$ cat config.mk
export PLATFORM = sky130hd
export DESIGN_NAME = tcu_timer16
export DESIGN_NICKNAME = d
export VERILOG_FILES = /design/src/include/tcu_pkg.sv /design/src/verilog/tcu_sync.sv /design/src/verilog/tcu_filter.sv /design/src/verilog/tcu_timer16.sv
export SDC_FILE = /design/constraint.sdc
export NUM_CORES = 1
export LEC_CHECK = 0
export BUFFER_PORTS_ARGS = -buffer_cell sky130_fd_sc_hd__buf_2
export CORE_MARGIN = 2
export CORE_UTILIZATION = 50
export CTS_BUF_LIST = sky130_fd_sc_hd__clkbuf_8
export CTS_CLUSTER_SIZE = 20
export DETAILED_ROUTE_END_ITERATION = 8
export PLACE_DENSITY = 0.69
export SYNTH_ARGS = -nofsm -noshare
export SYNTH_HDL_FRONTEND = slang
export SYNTH_HIERARCHICAL = 1
export SYNTH_SLANG_ARGS = --single-unit
$ cat constraint.sdc
create_clock -name core_clk_i -period 7.9 [get_ports core_clk_i]
set_input_delay 0.79 -clock core_clk_i [delete_from_list [all_inputs] [get_ports core_clk_i]]
set_output_delay 0.79 -clock core_clk_i [all_outputs]
set_load 0.02 [all_outputs]
$ cat src/include/tcu_pkg.sv
// package for the 16-bit timer counter and input capture block
// assumes an 8-bit cpu register port on the same clock as the timer
`default_nettype none
package tcu_pkg;
  // ----------------------------------------------------------------
  // register selects on the cpu port
  // ----------------------------------------------------------------
  localparam logic [2:0] SEL_COUNT_LO = 3'h0;
  localparam logic [2:0] SEL_COUNT_HI = 3'h1;
  localparam logic [2:0] SEL_CAPT_LO = 3'h2;
  localparam logic [2:0] SEL_CAPT_HI = 3'h3;
  localparam logic [2:0] SEL_CTRL_A = 3'h4;
  localparam logic [2:0] SEL_CTRL_B = 3'h5;
  localparam logic [2:0] SEL_FLAGS = 3'h6;
  localparam logic [2:0] SEL_CMP_CTRL = 3'h7;
  // ----------------------------------------------------------------
  // field positions
  // ----------------------------------------------------------------
  localparam int CTRLA_WGM_LO = 0;
  localparam int CTRLB_CS_LO = 0;
  localparam int CTRLB_WGM_HI = 3;
  localparam int CTRLB_EDGE = 6;
  localparam int CTRLB_FILT = 7;
  localparam int FLAG_OVF = 0;
  localparam int FLAG_CAPT = 5;
  localparam int CMP_TRIG_SEL = 2;
  localparam int IRQEN_CAPT = 5;
  localparam int IRQEN_OVF = 0;
  // ----------------------------------------------------------------
  // reset values and counts
  // ----------------------------------------------------------------
  localparam logic [7:0] RST_BYTE = 8'h00;
  localparam logic [15:0] RST_WORD = 16'h0000;
  localparam logic [15:0] COUNT_MAX = 16'hffff;
  localparam int FILTER_SAMPLES = 4;
  localparam int SYNC_STAGES = 3;
  // waveform mode codes; 8, a, c and e take the capture register as top
  localparam logic [3:0] WGM_PFC_ICR = 4'h8;
  localparam logic [3:0] WGM_PC_ICR = 4'ha;
  localparam logic [3:0] WGM_CTC_ICR = 4'hc;
  localparam logic [3:0] WGM_FAST_ICR = 4'he;
  localparam logic [3:0] WGM_NORMAL = 4'h0;
  localparam logic [3:0] WGM_CTC_OCR = 4'h4;
endpackage
`default_nettype wire

$ cat src/verilog/tcu_sync.sv
// three-stage synchronizer for an asynchronous level
// assumes input unrelated to core_clk_i
`default_nettype none
module tcu_sync (
  input wire logic core_clk_i,
  input wire logic nrst_i,
  input wire logic async_i,
  output logic level_o
);
  typedef struct packed {
    logic [2:0] stage;
    logic level;
  } tcu_sync_s;
  tcu_sync_s st_reg, st_next;
  always_comb begin
    st_next = st_reg;
    st_next.stage = {st_reg.stage[1:0], async_i};
    // change accepted once stages two and three agree
    if (st_reg.stage[1] == st_reg.stage[2]) begin
      st_next.level = st_reg.stage[2];
    end
  end
  always_ff @(posedge core_clk_i or negedge nrst_i) begin
    if (!nrst_i) begin
      st_reg <= '0;
    end else begin
      st_reg <= st_next; // [RULE_24]
    end
  end
  assign level_o = st_reg.level;
endmodule
`default_nettype wire

$ cat src/verilog/tcu_filter.sv
// four-sample noise filter plus edge detector on the system clock
// assumes a synchronized input
`default_nettype none
module tcu_filter #(
  parameter int SAMPLES = tcu_pkg::FILTER_SAMPLES
) (
  input wire logic core_clk_i,
  input wire logic nrst_i,
  input wire logic in_i,
  input wire logic filt_en_i,
  input wire logic active_i,
  input wire logic rising_i,
  output logic edge_o
);
  initial begin
    if (SAMPLES < 2) begin
      $error("tcu_filter: SAMPLES must be at least 2");
    end
  end
  typedef struct packed {
    logic [SAMPLES-1:0] hist;
    logic filt;
    logic prev;
  } tcu_filter_s;
  tcu_filter_s st_reg, st_next;
  logic src;
  always_comb begin
    st_next = st_reg;
    st_next.hist = {st_reg.hist[SAMPLES-2:0], in_i};
    // output moves only on a full run of equal samples
    if (&st_reg.hist) begin
      st_next.filt = 1'b1; // [RULE_20]
    end else if (~|st_reg.hist) begin
      st_next.filt = 1'b0; // [RULE_20]
    end
    src = filt_en_i ? st_reg.filt : in_i; // [RULE_23]
    st_next.prev = src;
  end
  always_ff @(posedge core_clk_i or negedge nrst_i) begin
    if (!nrst_i) begin
      st_reg <= '0;
    end else begin
      st_reg <= st_next;
    end
  end
  // edge in chosen direction; gated off when capture holds top
  assign edge_o = active_i & (src != st_reg.prev) & (src == rising_i); // [RULE_12] [RULE_21]
endmodule
`default_nettype wire

$ cat src/verilog/tcu_timer16.sv
// counter core and input capture of a 16-bit timer on an 8-bit cpu port
// assumes a one-cycle cpu read/write strobe and an external prescaler tick
// Overview of operation
// [RULE_01] count strobe moves counter by exactly one, up or down by direction
// [RULE_02] clear forces every counter bit to zero
// [RULE_03] max indication at all ones, zero indication at zero; the max output here compares against top_value
// [RULE_04] high-byte location accesses the shared temporary register
// [RULE_05] low-byte counter read copies counter high byte into temporary
// [RULE_06] low-byte counter write loads high byte from temporary, same cycle
// [RULE_07] each tick clears, increments or decrements as the mode requires
// [RULE_08] clock select zero stops the tick; cpu access still works
// [RULE_09] cpu counter write beats clear and count in the same cycle
// [RULE_10] four-bit waveform mode split across control a and b selects sequence
// [RULE_11] overflow flag set per mode and may request an interrupt
// [RULE_12] capture on chosen edge of pin or comparator output
// [RULE_13] capture copies the full 16-bit counter into capture register
// [RULE_14] capture flag set in the cycle the counter is copied
// [RULE_15] enabled flag requests irq; cleared by irq ack or writing one
// [RULE_16] capture low read first copies high byte into temporary
// [RULE_17] capture register writable only when mode uses it as top
// [RULE_18] software sets mode first and writes high byte before low
// [RULE_19] trigger select picks comparator; software clears flag after switching
// [RULE_20] filter output changes after four equal samples
// [RULE_21] filter and edge input active except when capture holds top
// [RULE_22] software driving the capture pin captures like an external event
// [RULE_23] filter enabled by a control b bit, runs on system clock
// [RULE_24] pin and comparator inputs synchronized before filter
`default_nettype none
module tcu_timer16 (
  input wire logic core_clk_i,
  input wire logic nrst_i,
  input wire logic [2:0] reg_sel_i,
  input wire logic reg_wr_i,
  input wire logic reg_rd_i,
  input wire logic [7:0] reg_wdata_i,
  output logic [7:0] reg_rdata_o,
  input wire logic prescale_tick_i,
  input wire logic capture_pin_i,
  input wire logic comparator_output_i,
  input wire logic capture_irq_ack_i,
  input wire logic overflow_irq_ack_i,
  input wire logic [7:0] irq_enable_i,
  output logic capture_irq_o,
  output logic overflow_irq_o,
  output logic count_max_reached_o,
  output logic count_zero_reached_o,
  output logic [15:0] count_value_o
);
  // ----------------------------------------------------------------
  // state
  // ----------------------------------------------------------------
  typedef enum logic [1:0] {
    TCU_UP = 2'b01,
    TCU_DOWN = 2'b10
  } tcu_dir_e;
  typedef struct packed {
    logic [15:0] count_value;
    logic [15:0] capture_value;
    logic [7:0] temp;
    logic [7:0] timer_control_a;
    logic [7:0] timer_control_b;
    logic [7:0] comparator_control_status;
    logic overflow_flag;
    logic capture_flag;
    tcu_dir_e dir;
    logic [7:0] rdata;
  } tcu_timer_s;
  tcu_timer_s st_reg, st_next;

  logic pin_sync, cmp_sync, edge_hit, timer_tick, top_is_capt;
  logic [3:0] waveform_mode_field;
  logic [2:0] clock_select_field;
  logic [15:0] top_value;
  logic cpu_wr_count;

  function automatic logic capt_is_top(input logic [3:0] wgm);
    capt_is_top = (wgm == tcu_pkg::WGM_PFC_ICR) || (wgm == tcu_pkg::WGM_PC_ICR) ||
                  (wgm == tcu_pkg::WGM_CTC_ICR) || (wgm == tcu_pkg::WGM_FAST_ICR);
  endfunction

  // ----------------------------------------------------------------
  // input path
  // ----------------------------------------------------------------
  // pin path sees the pad itself, so a port-driven level captures too [RULE_22]
  tcu_sync u_sync_pin (
    .core_clk_i(core_clk_i),
    .nrst_i(nrst_i),
    .async_i(capture_pin_i),
    .level_o(pin_sync)
  );
  tcu_sync u_sync_cmp (
    .core_clk_i(core_clk_i),
    .nrst_i(nrst_i),
    .async_i(comparator_output_i),
    .level_o(cmp_sync)
  );
  tcu_filter #(
    .SAMPLES(tcu_pkg::FILTER_SAMPLES)
  ) u_filter (
    .core_clk_i(core_clk_i),
    .nrst_i(nrst_i),
    .in_i(st_reg.comparator_control_status[tcu_pkg::CMP_TRIG_SEL] ? cmp_sync : pin_sync), // [RULE_19]
    .filt_en_i(st_reg.timer_control_b[tcu_pkg::CTRLB_FILT]), // [RULE_23]
    .active_i(!top_is_capt), // [RULE_21]
    .rising_i(st_reg.timer_control_b[tcu_pkg::CTRLB_EDGE]),
    .edge_o(edge_hit)
  );

  // ----------------------------------------------------------------
  // mode decode
  // ----------------------------------------------------------------
  assign waveform_mode_field = {st_reg.timer_control_b[tcu_pkg::CTRLB_WGM_HI +: 2],
                                st_reg.timer_control_a[tcu_pkg::CTRLA_WGM_LO +: 2]}; // [RULE_10]
  assign clock_select_field = st_reg.timer_control_b[tcu_pkg::CTRLB_CS_LO +: 3];
  // prescaler lives outside; select zero gates the tick off
  assign timer_tick = (clock_select_field != 3'h0) && prescale_tick_i; // [RULE_08]
  assign top_is_capt = capt_is_top(waveform_mode_field);
  // compare-register top modes are not part of this block; they run to max
  assign top_value = top_is_capt ? st_reg.capture_value : tcu_pkg::COUNT_MAX;
  assign cpu_wr_count = reg_wr_i && (reg_sel_i == tcu_pkg::SEL_COUNT_LO);

  // ----------------------------------------------------------------
  // next state
  // ----------------------------------------------------------------
  always_comb begin
    logic dual_slope;
    logic clear_now;
    logic ovf_now;
    dual_slope = 1'b0;
    clear_now = 1'b0;
    ovf_now = 1'b0;
    st_next = st_reg;
    dual_slope = (waveform_mode_field == tcu_pkg::WGM_PFC_ICR) || (waveform_mode_field == tcu_pkg::WGM_PC_ICR);

    // counter sequence per mode
    if (timer_tick) begin // [RULE_07]
      if (dual_slope) begin
        unique case (st_reg.dir)
          TCU_UP: begin
            if (st_reg.count_value >= top_value) begin
              st_next.dir = TCU_DOWN;
              st_next.count_value = st_reg.count_value - 16'h0001; // [RULE_01]
            end else begin
              st_next.count_value = st_reg.count_value + 16'h0001; // [RULE_01]
            end
          end
          TCU_DOWN: begin
            if (st_reg.count_value == tcu_pkg::RST_WORD) begin
              st_next.dir = TCU_UP;
              st_next.count_value = st_reg.count_value + 16'h0001;
              ovf_now = 1'b1; // overflow at count_zero_reached in dual slope [RULE_11]
            end else begin
              st_next.count_value = st_reg.count_value - 16'h0001; // [RULE_01]
            end
          end
          default: begin
            st_next.dir = TCU_UP;
          end
        endcase
      end else begin
        st_next.dir = TCU_UP;
        clear_now = (st_reg.count_value == top_value);
        if (clear_now) begin
          st_next.count_value = tcu_pkg::RST_WORD; // [RULE_02]
          // ctc mode wraps silently unless top is the max value
          ovf_now = (waveform_mode_field != tcu_pkg::WGM_CTC_ICR) || (top_value == tcu_pkg::COUNT_MAX); // [RULE_11]
        end else begin
          st_next.count_value = st_reg.count_value + 16'h0001; // [RULE_01]
        end
      end
    end

    // capture; written value from cpu in top modes wins over nothing since edge is gated there
    if (edge_hit) begin
      st_next.capture_value = st_reg.count_value; // [RULE_13]
    end

    // flags: ack or write-one clears, a same-cycle set wins
    if (capture_irq_ack_i) begin
      st_next.capture_flag = 1'b0; // [RULE_15]
    end
    if (overflow_irq_ack_i) begin
      st_next.overflow_flag = 1'b0;
    end

    // cpu writes
    if (reg_wr_i) begin
      unique case (reg_sel_i)
        tcu_pkg::SEL_COUNT_LO: begin
          st_next.count_value = {st_reg.temp, reg_wdata_i}; // [RULE_06] [RULE_09]
        end
        tcu_pkg::SEL_COUNT_HI, tcu_pkg::SEL_CAPT_HI: begin
          st_next.temp = reg_wdata_i; // [RULE_04]
        end
        tcu_pkg::SEL_CAPT_LO: begin
          if (top_is_capt) begin
            st_next.capture_value = {st_reg.temp, reg_wdata_i}; // [RULE_17] [RULE_18]
          end
        end
        tcu_pkg::SEL_CTRL_A: begin
          st_next.timer_control_a = reg_wdata_i;
        end
        tcu_pkg::SEL_CTRL_B: begin
          st_next.timer_control_b = reg_wdata_i;
        end
        tcu_pkg::SEL_FLAGS: begin
          if (reg_wdata_i[tcu_pkg::FLAG_CAPT]) begin
            st_next.capture_flag = 1'b0; // [RULE_15] [RULE_19]
          end
          if (reg_wdata_i[tcu_pkg::FLAG_OVF]) begin
            st_next.overflow_flag = 1'b0;
          end
        end
        tcu_pkg::SEL_CMP_CTRL: begin
          st_next.comparator_control_status = reg_wdata_i; // [RULE_19]
        end
        default: begin
        end
      endcase
    end

    // cpu reads
    st_next.rdata = tcu_pkg::RST_BYTE;
    if (reg_rd_i) begin
      unique case (reg_sel_i)
        tcu_pkg::SEL_COUNT_LO: begin
          st_next.rdata = st_reg.count_value[7:0];
          if (!reg_wr_i) begin
            st_next.temp = st_reg.count_value[15:8]; // [RULE_05]
          end
        end
        tcu_pkg::SEL_CAPT_LO: begin
          st_next.rdata = st_reg.capture_value[7:0];
          if (!reg_wr_i) begin
            st_next.temp = st_reg.capture_value[15:8]; // [RULE_16]
          end
        end
        tcu_pkg::SEL_COUNT_HI, tcu_pkg::SEL_CAPT_HI: begin
          st_next.rdata = st_reg.temp; // [RULE_04] [RULE_16]
        end
        tcu_pkg::SEL_CTRL_A: begin
          st_next.rdata = st_reg.timer_control_a;
        end
        tcu_pkg::SEL_CTRL_B: begin
          st_next.rdata = st_reg.timer_control_b;
        end
        tcu_pkg::SEL_FLAGS: begin
          st_next.rdata[tcu_pkg::FLAG_CAPT] = st_reg.capture_flag;
          st_next.rdata[tcu_pkg::FLAG_OVF] = st_reg.overflow_flag;
        end
        tcu_pkg::SEL_CMP_CTRL: begin
          st_next.rdata = st_reg.comparator_control_status;
        end
        default: begin
        end
      endcase
    end

    // hardware sets last so they win over clears
    if (edge_hit) begin
      st_next.capture_flag = 1'b1; // [RULE_14]
    end
    if (ovf_now && !cpu_wr_count) begin
      st_next.overflow_flag = 1'b1; // [RULE_11]
    end
  end

  always_ff @(posedge core_clk_i or negedge nrst_i) begin
    if (!nrst_i) begin
      st_reg <= '{count_value: 16'h0000, capture_value: 16'h0000, temp: 8'h00,
                  timer_control_a: 8'h00, timer_control_b: 8'h00,
                  comparator_control_status: 8'h00, overflow_flag: 1'b0,
                  capture_flag: 1'b0, dir: TCU_UP, rdata: 8'h00};
    end else begin
      st_reg <= st_next;
    end
  end

  // ----------------------------------------------------------------
  // outputs
  // ----------------------------------------------------------------
  assign reg_rdata_o = st_reg.rdata;
  assign count_value_o = st_reg.count_value;
  assign count_max_reached_o = (st_reg.count_value == top_value); // [RULE_03]
  assign count_zero_reached_o = (st_reg.count_value == tcu_pkg::RST_WORD); // [RULE_03]
  assign capture_irq_o = st_reg.capture_flag & irq_enable_i[tcu_pkg::IRQEN_CAPT]; // [RULE_15]
  assign overflow_irq_o = st_reg.overflow_flag & irq_enable_i[tcu_pkg::IRQEN_OVF]; // [RULE_11]
endmodule
`default_nettype wire

==> results list <==
* MaxCap Viol Count: 0
- Clock root cell: sky130_fd_sc_hd__clkbuf_8
- Once detailed placement completed, the half-perimeter wirelength came to between 10 and 15 mm.
* Count of endpoints failing setup in the final report: 0
- The most used flip-flop cell after synthesis is sky130_fd_sc_hd__dfrtp_1.
- CP Capture Type: register
- Number of optimization iterations in the first detailed-route pass: 5
- For this run, design rule violations remaining after detail routing come to 0.
* Largest net degree at the start of global routing: 56
- Number of diodes: 0
* Synth Cell Area: slightly below 6000 um2
* Via count: a little over 5000
- Fraction of the yosys area taken by sequential cells: 0.3858
- The internal power of the cells totals roughly 0.0010 W.
* Worst hold-check path type: in -> async
* Share of the synthesized area in the top cell type: 0.3813
- Die span in x: roughly 110 um
* Share of total power in the clock network: 0.150
* Post_cts resized: 0
- The longest clock path from root to sink contains 2 buffers.
- Clock H-tree levels: 3
- IR Drop Worst-Case VDD: 0.0002013 V
- Number of filler cells placed in the layout: ~1100
- In this run the tool buffered the top-level ports with 49 buffer cells.
* Vert. Die Dim: around 110 um
- The share of total power dissipated in sequential elements is 0.439.
- The final hold violation count is 0.
- Most common cell in the synthesized netlist: sky130_fd_sc_hd__dfrtp_1
- Summed over all cells, the static leakage comes to roughly 2.6 nW.
- Register area: between 2000 and 2500 um2
* Slew at the pin closest to its max-slew limit: 1306 ps
* Core region area: around 11000 um2
- 56 I/O pins were placed.
* Share of cells above drive strength 1: 0.1845
* Post-CTS Hold Buffers: 0
* Number of DRC markers after the initial detailed-route iteration: 753
- Initial core utilization: 0.5115
- Detail Route Antenna Nets: 0
- The netlist uses 74 different library cells.
- Dividing the final minimum period by the clock period gives 0.5115.
* Total power divided by cell area: between 300 and 400 nW/um2
- Fmax: 247.5 MHz
- STA puts the critical path data arrival time at roughly 4300 ps.
- After synthesis the netlist holds a flip-flop and latch count of 90.
- Buffers added to address setup during post-CTS repair amount to 0.
- Via count of the first global-routing pass: about 5000
- Number of pins exceeding their max-slew limit in the final report: 0
- Largest clock skew in the final design: 14.99 ps
- Row count: 39
- After detailed routing, the number of vias per cell comes to approximately 6.5.
* Part of the total power dissipated in combinational logic: 0.411
- In this run, synthesis inferred 0 flip-flops with an integrated enable.
- In the global route stage, overall resource usage came out at 0.2761.
- Syn Area/Cell: 9.055 um2
* Top post-synthesis cells by count: 89 x sky130_fd_sc_hd__dfrtp_1, 67 x sky130_fd_sc_hd__nor2_1, 59 x sky130_fd_sc_hd__nand2_1, 43 x sky130_fd_sc_hd__o21ai_0
* TritonCTS clock tree: done
* Clock transition at the registers of the reported paths: approximately 100 ps
* Net switching power: around 0.00090 W
- Share of synthesized flip-flops with an asynchronous set or reset: 1.000
- TritonCTS created 9 clock buffers.
- Type of the worst setup path: reg -> reg
- The run finished with clean final reports.
- Relative to the synthesized area, the layout overhead comes to 4.542%.
* Layout net count: around 700
* Worst-Skew Late Latency: ~380 ps
- In this run the tightest slew margin relative to its limit is 0.1228.
* Full die area: 12560 um2
- Top cells by area in the synthesized netlist: sky130_fd_sc_hd__dfrtp_1 38%, sky130_fd_sc_hd__mux2_2 6.0%, sky130_fd_sc_hd__mux2i_1 4.6%
- Max FFs per register: 49
* Switching power share of the total: 0.4636
- Global-route wire length before repair: around 27 mm
* Area of the multi-input gates: 3163 um2
- Number of antenna violations at the first check in global routing: 0
* Synth Instances: approximately 650
* Largest fanout on the critical path: 22
- For this design, the sink count on the clock tree is 90.
- Yosys top cell by area: sky130_fd_sc_hd__dfrtp_1
- Tmin final: roughly 4000 ps
* Global placement routability congestion: 0.9363
- Required time worst endpoint: 8150 ps
- Nets in the synthesized netlist: about 690
- During synthesis, Yosys emitted a total of 6 warnings.
- Aggregate negative setup slack: 0 ps
- Aggregate routed wire length: about 17 mm
* Unrepaired setup endpoints after global routing: false
* Post-layout power: between 0.0015 and 0.002 W
- For this run the aggregate overflow at the end of global routing stands at 0.
* Drt wl/cell: approximately 22 um
- Critical path launch point type: register
## power groups by stage
stage          combinational, W  clock [W]  sequential [W]
6_report               0.000795   0.000291        0.000850
5_1_grt                0.000879   0.000314        0.000870
4_1_cts                0.000785   0.000299        0.000842
3_5_place_dp           0.000780          0        0.000852
3_3_place_gp           0.000764          0        0.000842
2_1_floorplan          0.000730          0        0.000695
## worst paths after layout
kind	from	to	slack [ps]	cells after the start
worst max-delay path	st_reg[28]	count_value_o[3]	3860	9
worst min-delay path	nrst_i	u_sync_pin/st_reg[3]	350	1
worst max register to register	st_reg[28]	count_value_o[3]	3860	9
worst min register to register	u_sync_pin/st_next[2]	u_sync_pin/st_next[3]	370	0
max in group asynchronous	nrst_i	st_reg[44]	6460	2
min in group core_clk_i	u_sync_pin/st_next[2]	u_sync_pin/st_next[3]	370	0
## cell families (layout without fill, tap and decap cells)
| family | after synthesis | in the layout | share of synthesized area |
|---|---|---|---|
| AO/OA/AOI/OAI | 165 | 165 | 0.1900 |
| adder cells (fa/ha/maj) | 23 | 23 | 0.04884 |
| multiplexers | 61 | 61 | 0.1163 |
| buffers and inverters | 85 | 85 | 0.07326 |
| AND/OR/NAND/NOR | 218 | 218 | 0.1812 |
| flip-flops | 90 | 90 | 0.3858 |
| XOR/XNOR | 3 | 3 | 0.004500 |
## worst max-delay path, stage by stage, from the launching register on
cell                        delay [ps]
sky130_fd_sc_hd__dfrtp_1           400
sky130_fd_sc_hd__nand2b_1          730
sky130_fd_sc_hd__nor2_1            150
sky130_fd_sc_hd__ha_1              350
sky130_fd_sc_hd__nand4_1           280
sky130_fd_sc_hd__o41ai_2           800
sky130_fd_sc_hd__o221a_2           540
sky130_fd_sc_hd__o21ai_0           140
sky130_fd_sc_hd__a2111oi_0         420
sky130_fd_sc_hd__nor2_1            100
## through the flow
stage / hold slack, ps / instance area, um2 / std cells / setup slack, ps / utilization
detailed placement: 345.8 / 5937 / 773 / 4014 / 0.5199
finish: 354.9 / 6106 / 788 / 3859 / 0.5347
floorplan: 331.2 / 5841 / 645 / 4657 / -
global route: 370.8 / 6106 / 788 / 3655 / 0.5347
global placement: 333.0 / 5937 / 773 / 4066 / 0.5199
CTS: 357.0 / 6106 / 788 / 3971 / 0.5347
## layout by cell type, fill, tap and decap left out, types with 6 or more instances in the layout
cell type | Yosys | routed
sky130_fd_sc_hd__mux2i_1 | 27 | 26
sky130_fd_sc_hd__nand4_1 | 7 | 7
sky130_fd_sc_hd__ha_1 | 21 | 21
sky130_fd_sc_hd__nor4_1 | 9 | 9
sky130_fd_sc_hd__a21o_1 | 6 | 6
sky130_fd_sc_hd__nand2_1 | 59 | 59
sky130_fd_sc_hd__nor2_1 | 67 | 67
sky130_fd_sc_hd__o21ai_0 | 43 | 43
sky130_fd_sc_hd__a221o_1 | 6 | 6
sky130_fd_sc_hd__o31ai_1 | 7 | 7
sky130_fd_sc_hd__o22ai_1 | 17 | 17
sky130_fd_sc_hd__nand3_1 | 12 | 12
sky130_fd_sc_hd__nand3b_1 | 6 | 6
sky130_fd_sc_hd__mux2_2 | 31 | 31
sky130_fd_sc_hd__clkbuf_8 | 0 | 9
sky130_fd_sc_hd__nand2b_1 | 7 | 7
sky130_fd_sc_hd__inv_1 | 17 | 18
sky130_fd_sc_hd__nor3_1 | 19 | 19
sky130_fd_sc_hd__a21oi_1 | 33 | 33
sky130_fd_sc_hd__dfrtp_1 | 89 | 89
sky130_fd_sc_hd__buf_2 | 3 | 48
## final cells by class
type	instances	share of cell area
multi-input combinational	470	0.5180
sequential	90	0.3691
timing repair buffer	53	0.04549
tap	143	0.02930
clock buffer	9	0.02029
inverter	17	0.01045
clock inverter	6	0.007377
## per-layer routing
layer / routed length [um] / vias up / share of wire / track usage
li1: - / 2334 / - / -
met1: 7359 / 2505 / 0.43 / 0.3917
met2: 7956 / 253 / 0.47 / 0.4341
met3: 1340 / 28 / 0.079 / 0.04104
met4: 369 / 0 / 0.022 / 0.1000
met5: 0 / - / 0 / 0
No activity file was read; power rests on OpenSTA's default activity.
